==> src/hdl/hec_consts.svh <==
// Purpose: shared numeric constants for the cell transmission convergence
// Assumes: octet-wide datapath, first transmitted bit in bit 7
// Notes: definitions only
`ifndef HEC_CONSTS_SVH
`define HEC_CONSTS_SVH

`define HEC_POLY 8'h07
`define HEC_COSET 8'h55
`define HEC_MASK_FULL 8'hFF
`define HEC_MASK_PART 8'h3F
`define CELL_OCTETS 6'h35
`define HEC_SLOT 6'h04
`define HDR_CHECK_POS 6'h05
`define IDLE_HDR 32'h00000001
`define IDLE_PAYLOAD 8'h6A
`define CONFIRM_NEED 4'h8
`define LOSS_THRESHOLD 4'h7

`endif

==> src/hdl/hec_pkg.sv <==
// Purpose: types and header check arithmetic
// Assumes: hec_consts.svh on the include path
// Notes: msb of each octet is the first bit on the line
`include "hec_consts.svh"

package hec_pkg;

  typedef enum logic [1:0] {
    search_state = 2'b00,
    confirm_state = 2'b01,
    locked_state = 2'b10
  } delin_state_t;

  // one octet through the x^8+x^2+x+1 divider, msb first
  function automatic logic [7:0] hec_rem(input logic [7:0] r,
                                         input logic [7:0] b);
    logic [7:0] c;
    logic fb;
    c = r;
    for (int i = 7; i >= 0; i--) begin
      fb = c[7] ^ b[i];
      c = {c[6:0], 1'b0} ^ (fb ? `HEC_POLY : 8'h00);
    end
    return c;
  endfunction

  // check value of a 32-bit header, divider starting at zero
  function automatic logic [7:0] hdr_crc(input logic [31:0] h);
    logic [7:0] c;
    c = 8'h00;
    for (int k = 0; k < 4; k++) begin
      c = hec_rem(c, h[31-8*k -: 8]);
    end
    return c;
  endfunction

endpackage

==> src/hdl/hdr_if.sv <==
// Purpose: carrier between the core and the header checker
// Assumes: purely combinational check
// Notes: hdr holds 5 octets, first octet in [39:32]
`timescale 1ns/1ns

interface hdr_if;
  logic [39:0] hdr;
  logic full;
  logic ok;
  logic single;
  logic idle;
  logic [31:0] fixed;

  modport chk (input hdr, input full,
               output ok, output single, output idle, output fixed);
  modport core (output hdr, output full,
                input ok, input single, input idle, input fixed);
endinterface

==> src/hdl/atm_tc_core.sv <==
// Purpose: cell transmit check insertion, idle fill, delineation, header
//   error handling and forwarding to the cell layer
// Assumes: octet boundaries known on receive, descrambler outside
// Notes: one clock, line_tick_i paces transmit octets
// Contract
// check octet is remainder of header times x^8 by x^8+x^2+x+1.
// first header bit is the highest-order polynomial coefficient.
// remainder register cleared to zero before each header.
// check bits XORed with 01010101 before going into octet five.
// receiver removes the same pattern before computing the syndrome.
// correction mode fixes single-bit error, then detection; multi-bit discards.
// detection mode discards every errored header and corrects nothing.
// error-free header selects correction mode and passes unchanged.
// correct only while locked and descrambler steady; else detect only.
// idle header is 00 00 00 01 with check octet 01010010.
// idle payload is 01101010 repeated 48 times.
// idle cells serve delineation only, never forwarded to cell layer.
// delineation tests 32 header bits against 8 check bits.
// search tests every position for zero syndrome, confirm on match.
// with known octet boundaries search may step octet by octet.
// six check bits compared before descrambler steady, all eight after.
// confirm locks after 8 good checks, any bad returns to search.
// locked returns to search after 7 consecutive bad; good clears.
// locked forwards good or fixed cells only with descrambler steady.
// link uses additive distributed-sample scrambler without error spread.
// cells are 53 octets, five header octets, sent back to back.
// falling back to search tells descrambler to reacquire.
// reset gives search state, correction mode, counters cleared.
// events for lock gained or lost, header fixed, cell dropped.
`timescale 1ns/1ns
`include "hec_consts.svh"

module atm_tc_core
  import hec_pkg::*;
#(
  parameter logic [3:0] confirm_need = `CONFIRM_NEED,
  parameter logic [3:0] loss_threshold = `LOSS_THRESHOLD
) (
  input wire logic core_clk_i,
  input wire logic rstn_i,
  input wire logic line_tick_i,
  input wire logic tx_valid_i,
  input wire logic [7:0] tx_data_i,
  output logic tx_ready_o,
  output logic [7:0] tx_line_o,
  output logic tx_line_stb_o,
  input wire logic rx_valid_i,
  input wire logic [7:0] rx_data_i,
  input wire logic descr_steady_i,
  output logic cell_valid_o,
  output logic cell_sop_o,
  output logic [7:0] cell_data_o,
  output logic descr_reacq_o,
  output logic lock_o,
  output logic lock_gain_o,
  output logic lock_lost_o,
  output logic hdr_fixed_o,
  output logic hdr_drop_o,
  output logic corr_mode_o
);

  // transmit side state
  logic [5:0] tx_pos_q;
  logic tx_user_q;
  logic [7:0] tx_crc_q;
  logic tx_user_d;
  logic [7:0] tx_byte;
  logic [5:0] tx_pos_d;
  logic [31:0] idle_hdr_sh;

  // receive side state
  hdr_if hi ();
  delin_state_t state_q;
  logic [39:0] win_q;
  logic new_q;
  logic [5:0] pos_q;
  logic [3:0] cnt_q;
  logic corr_q;
  logic fwd_q;
  logic [5:0] out_cnt_q;
  logic hit;
  logic chk;
  logic fix_ok;
  logic accept;
  logic [39:0] base;
  logic [5:0] out_n;

  hec_check u_chk (
    .h(hi)
  );

  // window to the checker; the additive descrambler outside never spreads
  // a line error, so a single-bit syndrome stays trustworthy
  assign hi.hdr = win_q;
  assign hi.full = descr_steady_i;

  // transmit slot decode; idle header octets taken from a shifted pattern
  always_comb begin
    idle_hdr_sh = `IDLE_HDR << {tx_pos_q[1:0], 3'b000};
    tx_user_d = (tx_pos_q == 6'h00) ? tx_valid_i : tx_user_q;
    tx_pos_d = (tx_pos_q == `CELL_OCTETS - 6'h01) ? 6'h00 :
               6'(tx_pos_q + 6'h01);
    if (tx_pos_q < `HEC_SLOT) begin
      tx_byte = tx_user_d ? tx_data_i : idle_hdr_sh[31:24];
    end else if (tx_pos_q == `HEC_SLOT) begin
      tx_byte = tx_crc_q ^ `HEC_COSET;
    end else begin
      tx_byte = tx_user_q ? tx_data_i : `IDLE_PAYLOAD;
    end
  end

  // transmit octet counter, cell kind and line register
  always_ff @(posedge core_clk_i or negedge rstn_i) begin
    if (!rstn_i) begin
      tx_pos_q <= 6'h00;
      tx_user_q <= 1'b0;
      tx_line_o <= 8'h00;
      tx_line_stb_o <= 1'b0;
      tx_ready_o <= 1'b1;
    end else begin
      tx_line_stb_o <= line_tick_i;
      if (line_tick_i) begin
        tx_pos_q <= tx_pos_d;
        tx_user_q <= tx_user_d;
        tx_line_o <= tx_byte;
        // ready reflects whether the coming slot consumes cell-layer data
        tx_ready_o <= (tx_pos_d == 6'h00) ||
                      (tx_user_d && tx_pos_d != `HEC_SLOT);
      end
    end
  end

  // running remainder, restarted from zero at every header
  always_ff @(posedge core_clk_i or negedge rstn_i) begin
    if (!rstn_i) begin
      tx_crc_q <= 8'h00;
    end else if (line_tick_i && tx_pos_q < `HEC_SLOT) begin
      tx_crc_q <= hec_rem((tx_pos_q == 6'h00) ? 8'h00 : tx_crc_q, tx_byte);
    end
  end

  // search hit on any octet position, header check once per cell
  assign hit = new_q && state_q == search_state && hi.ok;
  assign chk = new_q && state_q != search_state && pos_q == `HDR_CHECK_POS;
  assign fix_ok = chk && !hi.ok && hi.single && corr_q &&
                  state_q == locked_state && descr_steady_i;
  assign accept = chk && (hi.ok || fix_ok) && !hi.idle &&
                  state_q == locked_state && descr_steady_i;
  assign base = accept ? {hi.fixed, win_q[7:0]} : win_q;
  assign out_n = accept ? 6'h00 : out_cnt_q;

  // five-octet window; a corrected header is written back before leaving
  always_ff @(posedge core_clk_i or negedge rstn_i) begin
    if (!rstn_i) begin
      win_q <= 40'h0;
      new_q <= 1'b0;
    end else begin
      new_q <= rx_valid_i;
      if (rx_valid_i) begin
        win_q <= {base[31:0], rx_data_i};
      end else begin
        win_q <= base;
      end
    end
  end

  // octet position within the current received cell
  always_ff @(posedge core_clk_i or negedge rstn_i) begin
    if (!rstn_i) begin
      pos_q <= 6'h00;
    end else if (hit) begin
      pos_q <= rx_valid_i ? 6'(`HDR_CHECK_POS + 6'h01) : `HDR_CHECK_POS;
    end else if (rx_valid_i) begin
      pos_q <= (pos_q == `CELL_OCTETS) ? 6'h01 : 6'(pos_q + 6'h01);
    end
  end

  // delineation state machine and its events
  always_ff @(posedge core_clk_i or negedge rstn_i) begin
    if (!rstn_i) begin
      state_q <= search_state;
      cnt_q <= 4'h0;
      lock_o <= 1'b0;
      descr_reacq_o <= 1'b0;
      lock_gain_o <= 1'b0;
      lock_lost_o <= 1'b0;
    end else begin
      descr_reacq_o <= 1'b0;
      lock_gain_o <= 1'b0;
      lock_lost_o <= 1'b0;
      if (hit) begin
        state_q <= confirm_state;
        cnt_q <= 4'h0;
      end else if (chk) begin
        unique case (state_q)
          confirm_state: begin
            if (!hi.ok) begin
              state_q <= search_state;
              descr_reacq_o <= 1'b1;
            end else if (cnt_q == 4'(confirm_need - 4'h1)) begin
              state_q <= locked_state;
              cnt_q <= 4'h0;
              lock_o <= 1'b1;
              lock_gain_o <= 1'b1;
            end else begin
              cnt_q <= 4'(cnt_q + 4'h1);
            end
          end
          locked_state: begin
            if (hi.ok) begin
              cnt_q <= 4'h0;
            end else if (cnt_q == 4'(loss_threshold - 4'h1)) begin
              state_q <= search_state;
              cnt_q <= 4'h0;
              lock_o <= 1'b0;
              descr_reacq_o <= 1'b1;
              lock_lost_o <= 1'b1;
            end else begin
              cnt_q <= 4'(cnt_q + 4'h1);
            end
          end
          default: begin
            state_q <= search_state;
            cnt_q <= 4'h0;
          end
        endcase
      end
    end
  end

  // header error handler mode and its events
  always_ff @(posedge core_clk_i or negedge rstn_i) begin
    if (!rstn_i) begin
      corr_q <= 1'b1;
      hdr_fixed_o <= 1'b0;
      hdr_drop_o <= 1'b0;
    end else begin
      hdr_fixed_o <= fix_ok;
      // a header judged outside lock is not forwarded; an errored one in confirm still counts as a drop
      hdr_drop_o <= chk && !hi.ok && !fix_ok;
      if (chk) begin
        corr_q <= hi.ok;
      end
    end
  end
  assign corr_mode_o = corr_q;

  // forwarding: octets leave the window five behind, check octet skipped
  always_ff @(posedge core_clk_i or negedge rstn_i) begin
    if (!rstn_i) begin
      fwd_q <= 1'b0;
      out_cnt_q <= 6'h00;
      cell_valid_o <= 1'b0;
      cell_sop_o <= 1'b0;
      cell_data_o <= 8'h00;
    end else begin
      cell_valid_o <= 1'b0;
      cell_sop_o <= 1'b0;
      if (accept) begin
        fwd_q <= 1'b1;
        out_cnt_q <= 6'h00;
      end
      if (rx_valid_i && (accept || fwd_q)) begin
        cell_valid_o <= out_n != `HEC_SLOT;
        cell_sop_o <= out_n == 6'h00;
        cell_data_o <= base[39:32];
        out_cnt_q <= 6'(out_n + 6'h01);
        if (out_n == `CELL_OCTETS - 6'h01) begin
          fwd_q <= 1'b0;
        end
      end
    end
  end

  // helper state for the checks below
  logic [5:0] a_lpos_q;
  logic a_luser_q;
  logic [31:0] a_hdr_q;
  always_ff @(posedge core_clk_i or negedge rstn_i) begin
    if (!rstn_i) begin
      a_lpos_q <= 6'h00;
      a_luser_q <= 1'b0;
      a_hdr_q <= 32'h0;
    end else if (line_tick_i) begin
      a_lpos_q <= tx_pos_q;
      a_luser_q <= tx_user_d;
      if (tx_pos_q < `HEC_SLOT) begin
        a_hdr_q <= {a_hdr_q[23:0], tx_byte};
      end
    end
  end
endmodule

==> src/hdl/hec_check.sv <==
// Purpose: syndrome, single-bit locator and idle detect for one header
// Assumes: coset pattern already applied by the far transmitter
// Notes: single is also set for an error inside the check octet
`timescale 1ns/1ns
`include "hec_consts.svh"

module hec_check
  import hec_pkg::*;
(
  hdr_if.chk h
);

  logic [7:0] syn;
  logic [31:0] fixed;
  logic single;

  // syndrome over header and de-cosetted check octet
  always_comb begin
    syn = hdr_crc(h.hdr[39:8]) ^ h.hdr[7:0] ^ `HEC_COSET;
    fixed = h.hdr[39:8];
    single = $onehot(syn);
    // constant syndromes per position fold away in synthesis
    for (int i = 0; i < 32; i++) begin
      if (hdr_crc(32'h1 << i) == syn) begin
        fixed[i] = ~fixed[i];
        single = 1'b1;
      end
    end
  end

  // only six check bits are trusted before descrambler lock
  assign h.ok = (syn & (h.full ? `HEC_MASK_FULL : `HEC_MASK_PART)) == 8'h00;
  assign h.single = single;
  assign h.fixed = fixed;
  assign h.idle = fixed == `IDLE_HDR;

endmodule

==> config.mk <==
export PLATFORM = sky130hd
export DESIGN_NAME = atm_tc_core
export DESIGN_NICKNAME = d
export VERILOG_FILES = /design/src/hdl/hec_pkg.sv /design/src/hdl/hdr_if.sv /design/src/hdl/atm_tc_core.sv /design/src/hdl/hec_check.sv
export VERILOG_INCLUDE_DIRS = /design/src /design/src/hdl
export SDC_FILE = /design/constraint.sdc
export NUM_CORES = 1
export LEC_CHECK = 0
export ABC_AREA = 1
export ABC_CLOCK_PERIOD_IN_PS = 7200
export BUFFER_PORTS_ARGS = -buffer_cell sky130_fd_sc_hd__buf_2
export CORE_ASPECT_RATIO = 0.9
export CORE_MARGIN = 1.5
export CORE_UTILIZATION = 35
export DETAILED_ROUTE_END_ITERATION = 8
export PLACE_DENSITY = 0.48
export RECOVER_POWER = 25
export SETUP_SLACK_MARGIN = 0.15
export SLEW_MARGIN = 40
export SYNTH_ARGS = -nofsm -noshare
export SYNTH_HDL_FRONTEND = slang
export SYNTH_SLANG_ARGS = --single-unit
==> constraint.sdc <==
create_clock -name core_clk_i -period 7.2 [get_ports core_clk_i]
set_input_delay 0.36 -clock core_clk_i [delete_from_list [all_inputs] [get_ports core_clk_i]]
set_output_delay 0.36 -clock core_clk_i [all_outputs]
set_load 0.005 [all_outputs]
==> flow_metrics.env, run 1 <==
export IMPL_fin_worst_skew_ns=0.00910
export IMPL_ff2ff_path_depth=36
export IMPL_arrival_ns=6.79
export IMPL_muxShareOfSynthArea=0.00499
export IMPL_start_util=0.356
export IMPL_drv_slew=40
export IMPL_final_cells=1539
export IMPL_hp_start="rx_data_i[4]"
export IMPL_timing_rr_end="hi.hdr[24]$_DFF_PN0_"
export IMPL_dp_hpwl_mm=18.6
export IMPL_wire_per_inst_um=15.8
export IMPL_drv_cap=1
export IMPL_cp_max_fo=21
export IMPL_crit_slowest_cell="dfrtp_1"
export IMPL_setup_viol=0
export IMPL_synth_fp_nets=1242
export IMPL_fmax_mhz=152
export IMPL_tightest_slew_ns=2.27
export IMPL_io_pins=49
export IMPL_synthXorXnorAreaFrac=0.0801
export IMPL_yosys_top_cells_area="dfrtp_1 31%, nand2_1 20%, nand3_1 6.0%"
export IMPL_synth_top_area_cell="dfrtp_1"
export IMPL_rsz0062_at_grt="true"
export IMPL_hold_depth=3
export IMPL_std_cell_rows=52
export IMPL_syn_area_per_cell_um2=6.73
export IMPL_gr_total_overflow=0
export IMPL_worstSetupStartpointType="flip-flop"
export IMPL_yosysTopAreaCellShare=0.312
export IMPL_path_class="flip-flop to flip-flop"
export IMPL_finalNetCount=1288
export IMPL_drt_total_wl_mm=24.2
export IMPL_die_y_um=147
export IMPL_final_area_um2=9140
export IMPL_placed_cells=1514
export IMPL_synth_compound_area_share=0.0918
export IMPL_place_gp_congestion=0.935
export IMPL_synth_warnings=0
export IMPL_synth_edf_count=0
export IMPL_synth_area_um2=8020
export IMPL_antennaDiodeCount=0
export IMPL_htreeDepth=3
export IMPL_violations="capacitance limit, slew limit"
export IMPL_die_area_um2=23800
export IMPL_postSynthCellCount=1191
export IMPL_syn_to_final_growth_pct=14.0
export IMPL_crit_required_ns=7.42
export IMPL_via_count=7600
export IMPL_gr_usage_all_layers=0.208
export IMPL_crit_top_cell="nand2_1"
export IMPL_antenna_found_initial=0
export IMPL_slew_headroom=-0.512
export IMPL_hp_class="primary input to flip-flop"
export IMPL_place_area_um2=8530
export IMPL_setup_tns_ns=0
export IMPL_portBuffers=48
export IMPL_drt_iter0_drc=587
export IMPL_status="complete, but fails checks"
export IMPL_drc=0
export IMPL_path_clk_slew_ns=0.08
export IMPL_grt_max_degree=65
export IMPL_synth_top_family_by_area="simple AND/OR/NAND/NOR gates"
export IMPL_synth_seq_cells=102
export IMPL_cts_sinks=102
export IMPL_clockRootBuffer="clkbuf_16"
export IMPL_clockBufferDepth=2
export IMPL_async_flop_share=1.00
export IMPL_ys_seq_area_frac=0.319
export IMPL_clk_latency_ns=0.37
export IMPL_hold_end="hi.hdr[4]$_DFFE_PN0P_"
export IMPL_yosysUniqueCellTypes=51
export IMPL_numCtsBuffers=9
export IMPL_synth_most_common_cell="nand2_1"
export IMPL_cts_tree="done"
export IMPL_final_hold_viol_count=0
export IMPL_ys_top_cells_by_count="420 x nand2_1, 124 x inv_1, 100 x dfrtp_1"
export IMPL_ant_nets=0
export IMPL_min_period_over_period=0.912
export IMPL_utilization=0.406
export IMPL_fin_crit_ns=6.56
export IMPL_yosys_area_share_simple=0.369
export IMPL_r2r_setup_slack_ns=0.64
export IMPL_dr_pass1_iters=5
export IMPL_worst_path_largest_cell_delay_ns=0.44
export IMPL_grt_pass1_vias=7124
export IMPL_synthAdderAreaFrac=0.0490
export IMPL_ys_flop_type="dfrtp_1"
export IMPL_r2r_start="hi.hdr[33]$_DFF_PN0_"
export IMPL_via_per_inst=4.94
export IMPL_die_w_um=163
export IMPL_fillers=2455
export IMPL_core_um2=22500
export IMPL_worst_setup_path_end_kind="flip-flop"
export IMPL_grt_pass1_wl_mm=38.7
export IMPL_drive_above_1_share=0.142
through the flow:
step                setup slack, ns  hold slack [ns]
detailed placement            0.414            0.379
finish                        0.636            0.199
global route                 0.0447            0.207
floorplan                     0.828           0.0644
global placement              0.478            0.384
CTS                           0.365            0.197
logic make-up after synthesis:
group                      count (synthesis)
and+or+nand+nor                          691
buffers and inverters                    168
DFF                                      102
adders and majority gates                 29
xor gates and xnor gates                  67
muxes                                      4
AOI/OAI and AO/OA                        130
routing by layer:
metal	part of all wire	vias to the layer above	global-route usage	wire, µm
li1	-	3865	-	-
met1	0.50	3529	0.313	12100
met2	0.43	182	0.313	10500
met3	0.052	24	0.0264	1250
met4	0.015	0	0.0541	361
met5	0	-	0	0
sequential cells by signal, indices dropped and copies added, names as in the netlist:
name / count
cnt_q: 4
state_q: 2
fwd_q: 1
tx_crc_q: 8
out_cnt_q: 6
cell_data_o: 8
pos_q: 6
new_q: 1
cell_valid_o: 1
tx_ready_o: 1
hdr_fixed_o: 1
lock_gain_o: 1
tx_line_o: 8
tx_user_q: 1
descr_reacq_o: 1
tx_line_stb_o: 1
cell_sop_o: 1
corr_mode_o: 1
lock_lost_o: 1
hi.hdr: 40
tx_pos_q: 6
lock_o: 1
hdr_drop_o: 1
cell usage in the layout (no fill, tap or decap), drive strengths merged, types with 11 or more instances in the layout:
master,n
nand2,440
inv,135
nor2,107
dfrtp,100
nand3,99
o21ai,84
buf,59
xor2,55
a21oi,33
nand4,25
ha,25
clkbuf,16
nor3,13
xnor2,11
layout make-up:
cell class	count	area, µm²	share of cell area
clock inverter	5	65.1	0.00712
inverter	137	514	0.0563
clock buffer	11	243	0.0266
multi-input combinational	922	4970	0.543
tap	297	372	0.0407
timing repair buffer	65	415	0.0455
sequential	102	2560	0.280
worst max path at each step:
stage / from / endpoint / slack [ns]
after global placement: hi.hdr[36]$_DFF_PN0_ / hi.hdr[26]$_DFF_PN0_ / 0.48
after global routing: hi.hdr[37]$_DFF_PN0_ / hi.hdr[22]$_DFF_PN0_ / 0.04
after floorplan: hi.hdr[37]$_DFF_PN0_ / fwd_q$_DFF_PN0_ / 0.83
final: hi.hdr[33]$_DFF_PN0_ / hi.hdr[24]$_DFF_PN0_ / 0.64
after detailed placement: hi.hdr[37]$_DFF_PN0_ / hi.hdr[26]$_DFF_PN0_ / 0.41
after CTS: hi.hdr[37]$_DFF_PN0_ / hi.hdr[26]$_DFF_PN0_ / 0.37
critical path: cells and delay by family, from the launching register on:
| family | cells | cell delay [ns] |
|---|---|---|
| AOI/OAI and AO/OA | 1 | 0.22 |
| DFF | 1 | 0.44 |
| and+or+nand+nor | 18 | 1.88 |
| buffers and inverters | 5 | 0.69 |
| xor gates and xnor gates | 6 | 1.39 |
| adders and majority gates | 5 | 1.68 |
| muxes | 1 | 0.11 |
timing repair:
item	CTS	global route
hold buffers	1	0
resized for setup	0	42
setup endpoints to repair	0	49
endpoints found under the hold margin	4	0
buffers inserted	0	6
Power of run 1 is left out: the tool's default activity adds up to more than one toggle a clock period on the data nets, which glitch-free logic cannot reach.
==> run 2: changes to the inputs <==
- ABC_AREA: 1 -> default
==> run 2 against run 1 <==
  * The run still ends with capacitance limit, slew limit left
  * Clock skew rose by 0.0046 ns
  * Setup slack got worse by 0.20 ns
  * Area after synthesis rose by 4.7%
  * Largest cell class unchanged
==> flow_metrics.env, run 2 <==
export IMPL_status="complete, but fails checks"
export IMPL_violations="capacitance limit, slew limit"
export IMPL_gr_total_overflow=0
export IMPL_clockBufferDepth=2
export IMPL_die_area_um2=24900
export IMPL_antenna_found_initial=0
export IMPL_drive_above_1_share=0.155
export IMPL_cts_hold_buf=0
export IMPL_arrival_ns=6.99
export IMPL_numCtsBuffers=9
export IMPL_worstSetupStartpointType="flip-flop"
export IMPL_fin_worst_skew_ns=0.0137
export IMPL_yosys_top_cells_area="dfrtp_1 30%, xnor2_1 10%, mux2i_1 4.2%"
export IMPL_yosysUniqueCellTypes=80
export IMPL_clockRootBuffer="clkbuf_16"
export IMPL_drv_slew=50
export IMPL_grt_pass1_wl_mm=41.9
export IMPL_slew_headroom=-0.866
export IMPL_via_count=7123
export IMPL_clk_latency_ns=0.36
export IMPL_synth_seq_cells=102
export IMPL_fin_crit_ns=6.77
export IMPL_synth_edf_count=0
export IMPL_syn_area_per_cell_um2=9.01
export IMPL_ys_top_cells_by_count="100 x dfrtp_1, 96 x xnor2_1, 85 x nand2_1"
export IMPL_place_area_um2=8950
export IMPL_setup_tns_ns=0
export IMPL_wire_per_inst_um=21.4
export IMPL_cts_tree="done"
export IMPL_tightest_slew_ns=2.80
export IMPL_async_flop_share=1.00
export IMPL_rsz0062_at_grt="false"
export IMPL_die_y_um=150
export IMPL_via_per_inst=5.61
export IMPL_fmax_mhz=148
export IMPL_ant_nets=0
export IMPL_syn_to_final_growth_pct=11.8
export IMPL_htreeDepth=3
export IMPL_core_um2=23500
export IMPL_dr_pass1_iters=6
export IMPL_grt_pass1_vias=6928
export IMPL_layout_common_cells="98 x dfrtp_1, 90 x xnor2_1, 85 x nand2_1"
export IMPL_final_common_cell="dfrtp_1"
export IMPL_worst_setup_path_end_kind="flip-flop"
export IMPL_path_clk_slew_ns=0.08
export IMPL_dp_hpwl_mm=20.2
export IMPL_largest_reg_flops=40
export IMPL_start_util=0.357
export IMPL_ys_seq_area_frac=0.305
export IMPL_final_area_um2=9380
export IMPL_hp_class="primary input to flip-flop"
export IMPL_antennaDiodeCount=0
export IMPL_synth_top_area_cell="dfrtp_1"
export IMPL_gr_usage_all_layers=0.221
export IMPL_synth_warnings=0
export IMPL_setup_viol=0
export IMPL_crit_required_ns=7.42
export IMPL_cts_sinks=102
export IMPL_yosysTopAreaCellShare=0.298
export IMPL_final_hold_viol_count=0
export IMPL_drt_total_wl_mm=27.1
export IMPL_cp_max_fo=21
export IMPL_synth_most_common_cell="dfrtp_1"
export IMPL_die_w_um=166
export IMPL_std_cell_rows=53
export IMPL_drt_iter0_drc=743
export IMPL_portBuffers=48
export IMPL_grt_max_degree=55
export IMPL_place_gp_congestion=0.944
export IMPL_drc=0
export IMPL_drv_cap=1
export IMPL_io_pins=49
export IMPL_synth_area_um2=8390
export IMPL_ys_flop_type="dfrtp_1"
export IMPL_finalNetCount=1013
export IMPL_postSynthCellCount=931
export IMPL_path_class="flip-flop to flip-flop"
export IMPL_utilization=0.399
export IMPL_synth_fp_nets=982
export IMPL_min_period_over_period=0.940
## run 2: changes by cell type in the layout (fill, tap and decap cells not counted), moves of 14 or more
cell	delta
inv_1	-94
mux2_2	+14
xnor2_1	+83
buf_4	+20
a21oi_1	+23
nand2_1	-330
nand2_2	-22
nor3_1	+29
nand3_1	-44
mux2i_1	+31
nor2_1	-28
o21ai_1	-28
## run 2: what timing repair did
action,4_1_cts,5_1_grt
endpoints found under the setup margin,2,44
gates resized for setup,1,12
buffers inserted,0,3
pin swaps,0,2
gates cloned,0,0
## run 2: metrics by stage
stage,std cells,setup WS (ns),hold slack [ns]
6_report,1269,0.431,0.232
5_1_grt,1269,0.120,0.234
4_1_cts,1266,0.219,0.0585
3_5_place_dp,1250,0.161,0.448
3_3_place_gp,1250,0.294,0.446
2_1_floorplan,931,0.614,0.0644
## run 2: metal layers
layer | vias up | share of wire | wire length, µm | global-route usage
met5 | - | 0 | 0 | 0
met2 | 272 | 0.42 | 11300 | 0.322
met1 | 3455 | 0.48 | 13100 | 0.329
met3 | 46 | 0.079 | 2130 | 0.0373
li1 | 3350 | - | - | -
met4 | 0 | 0.022 | 587 | 0.0729
## run 2: layout make-up
cell class	instances	area, µm²
inverters	30	113
fillers	2441	14100
multi-input cells	740	5530
clock inverters	7	108
clock buffers	9	225
repair buffers	79	470
flip-flops and latches	102	2560
well taps	302	378
## run 2: path summary, 6_finish.rpt
check                           slack (ns)                  endpoint                   start  cells past startpoint
worst max-delay path                  0.43      hi.hdr[35]$_DFF_PN0_    hi.hdr[35]$_DFF_PN0_                     25
worst min-delay path                  0.23     hi.hdr[3]$_DFFE_PN0P_            rx_data_i[3]                      2
worst max register to register        0.43      hi.hdr[35]$_DFF_PN0_    hi.hdr[35]$_DFF_PN0_                     25
worst min register to register        0.47    tx_ready_o$_DFFE_PN1P_  tx_ready_o$_DFFE_PN1P_                      2
max in group asynchronous             4.37      hi.hdr[39]$_DFF_PN0_                  rstn_i                      2
min in group asynchronous             0.90  tx_line_o[1]$_DFFE_PN0P_                  rstn_i                      1
## run 2: logic make-up (layout without fill, tap and decap cells)
family,after synthesis,after routing,synth area share
compound gates,181,181,0.143
xor+xnor,154,154,0.204
fa+ha+maj,29,29,0.0468
buf+inv,89,125,0.0467
flops,102,102,0.305
mux,50,50,0.0632
simple gates,326,326,0.191
## run 2: worst max-delay path, cell delays in order (launching register included)
cell,delay [ns]
dfrtp_1,0.54
xor2_1,0.44
xnor2_4,0.19
xnor2_1,0.29
xor2_1,0.37
xnor2_2,0.20
xor2_1,0.27
xnor2_2,0.18
inv_1,0.10
ha_1,0.22
inv_1,0.11
fa_1,0.42
inv_1,0.09
fa_1,0.39
ha_1,0.23
fa_1,0.48
nor4b_1,0.05
a311oi_1,0.27
o211ai_1,0.20
o41ai_4,0.49
a21oi_4,0.13
o21ai_4,0.08
buf_4,0.30
nor3_1,0.16
xnor2_1,0.29
mux2i_1,0.11
Power of run 2 is left out for the same reason.
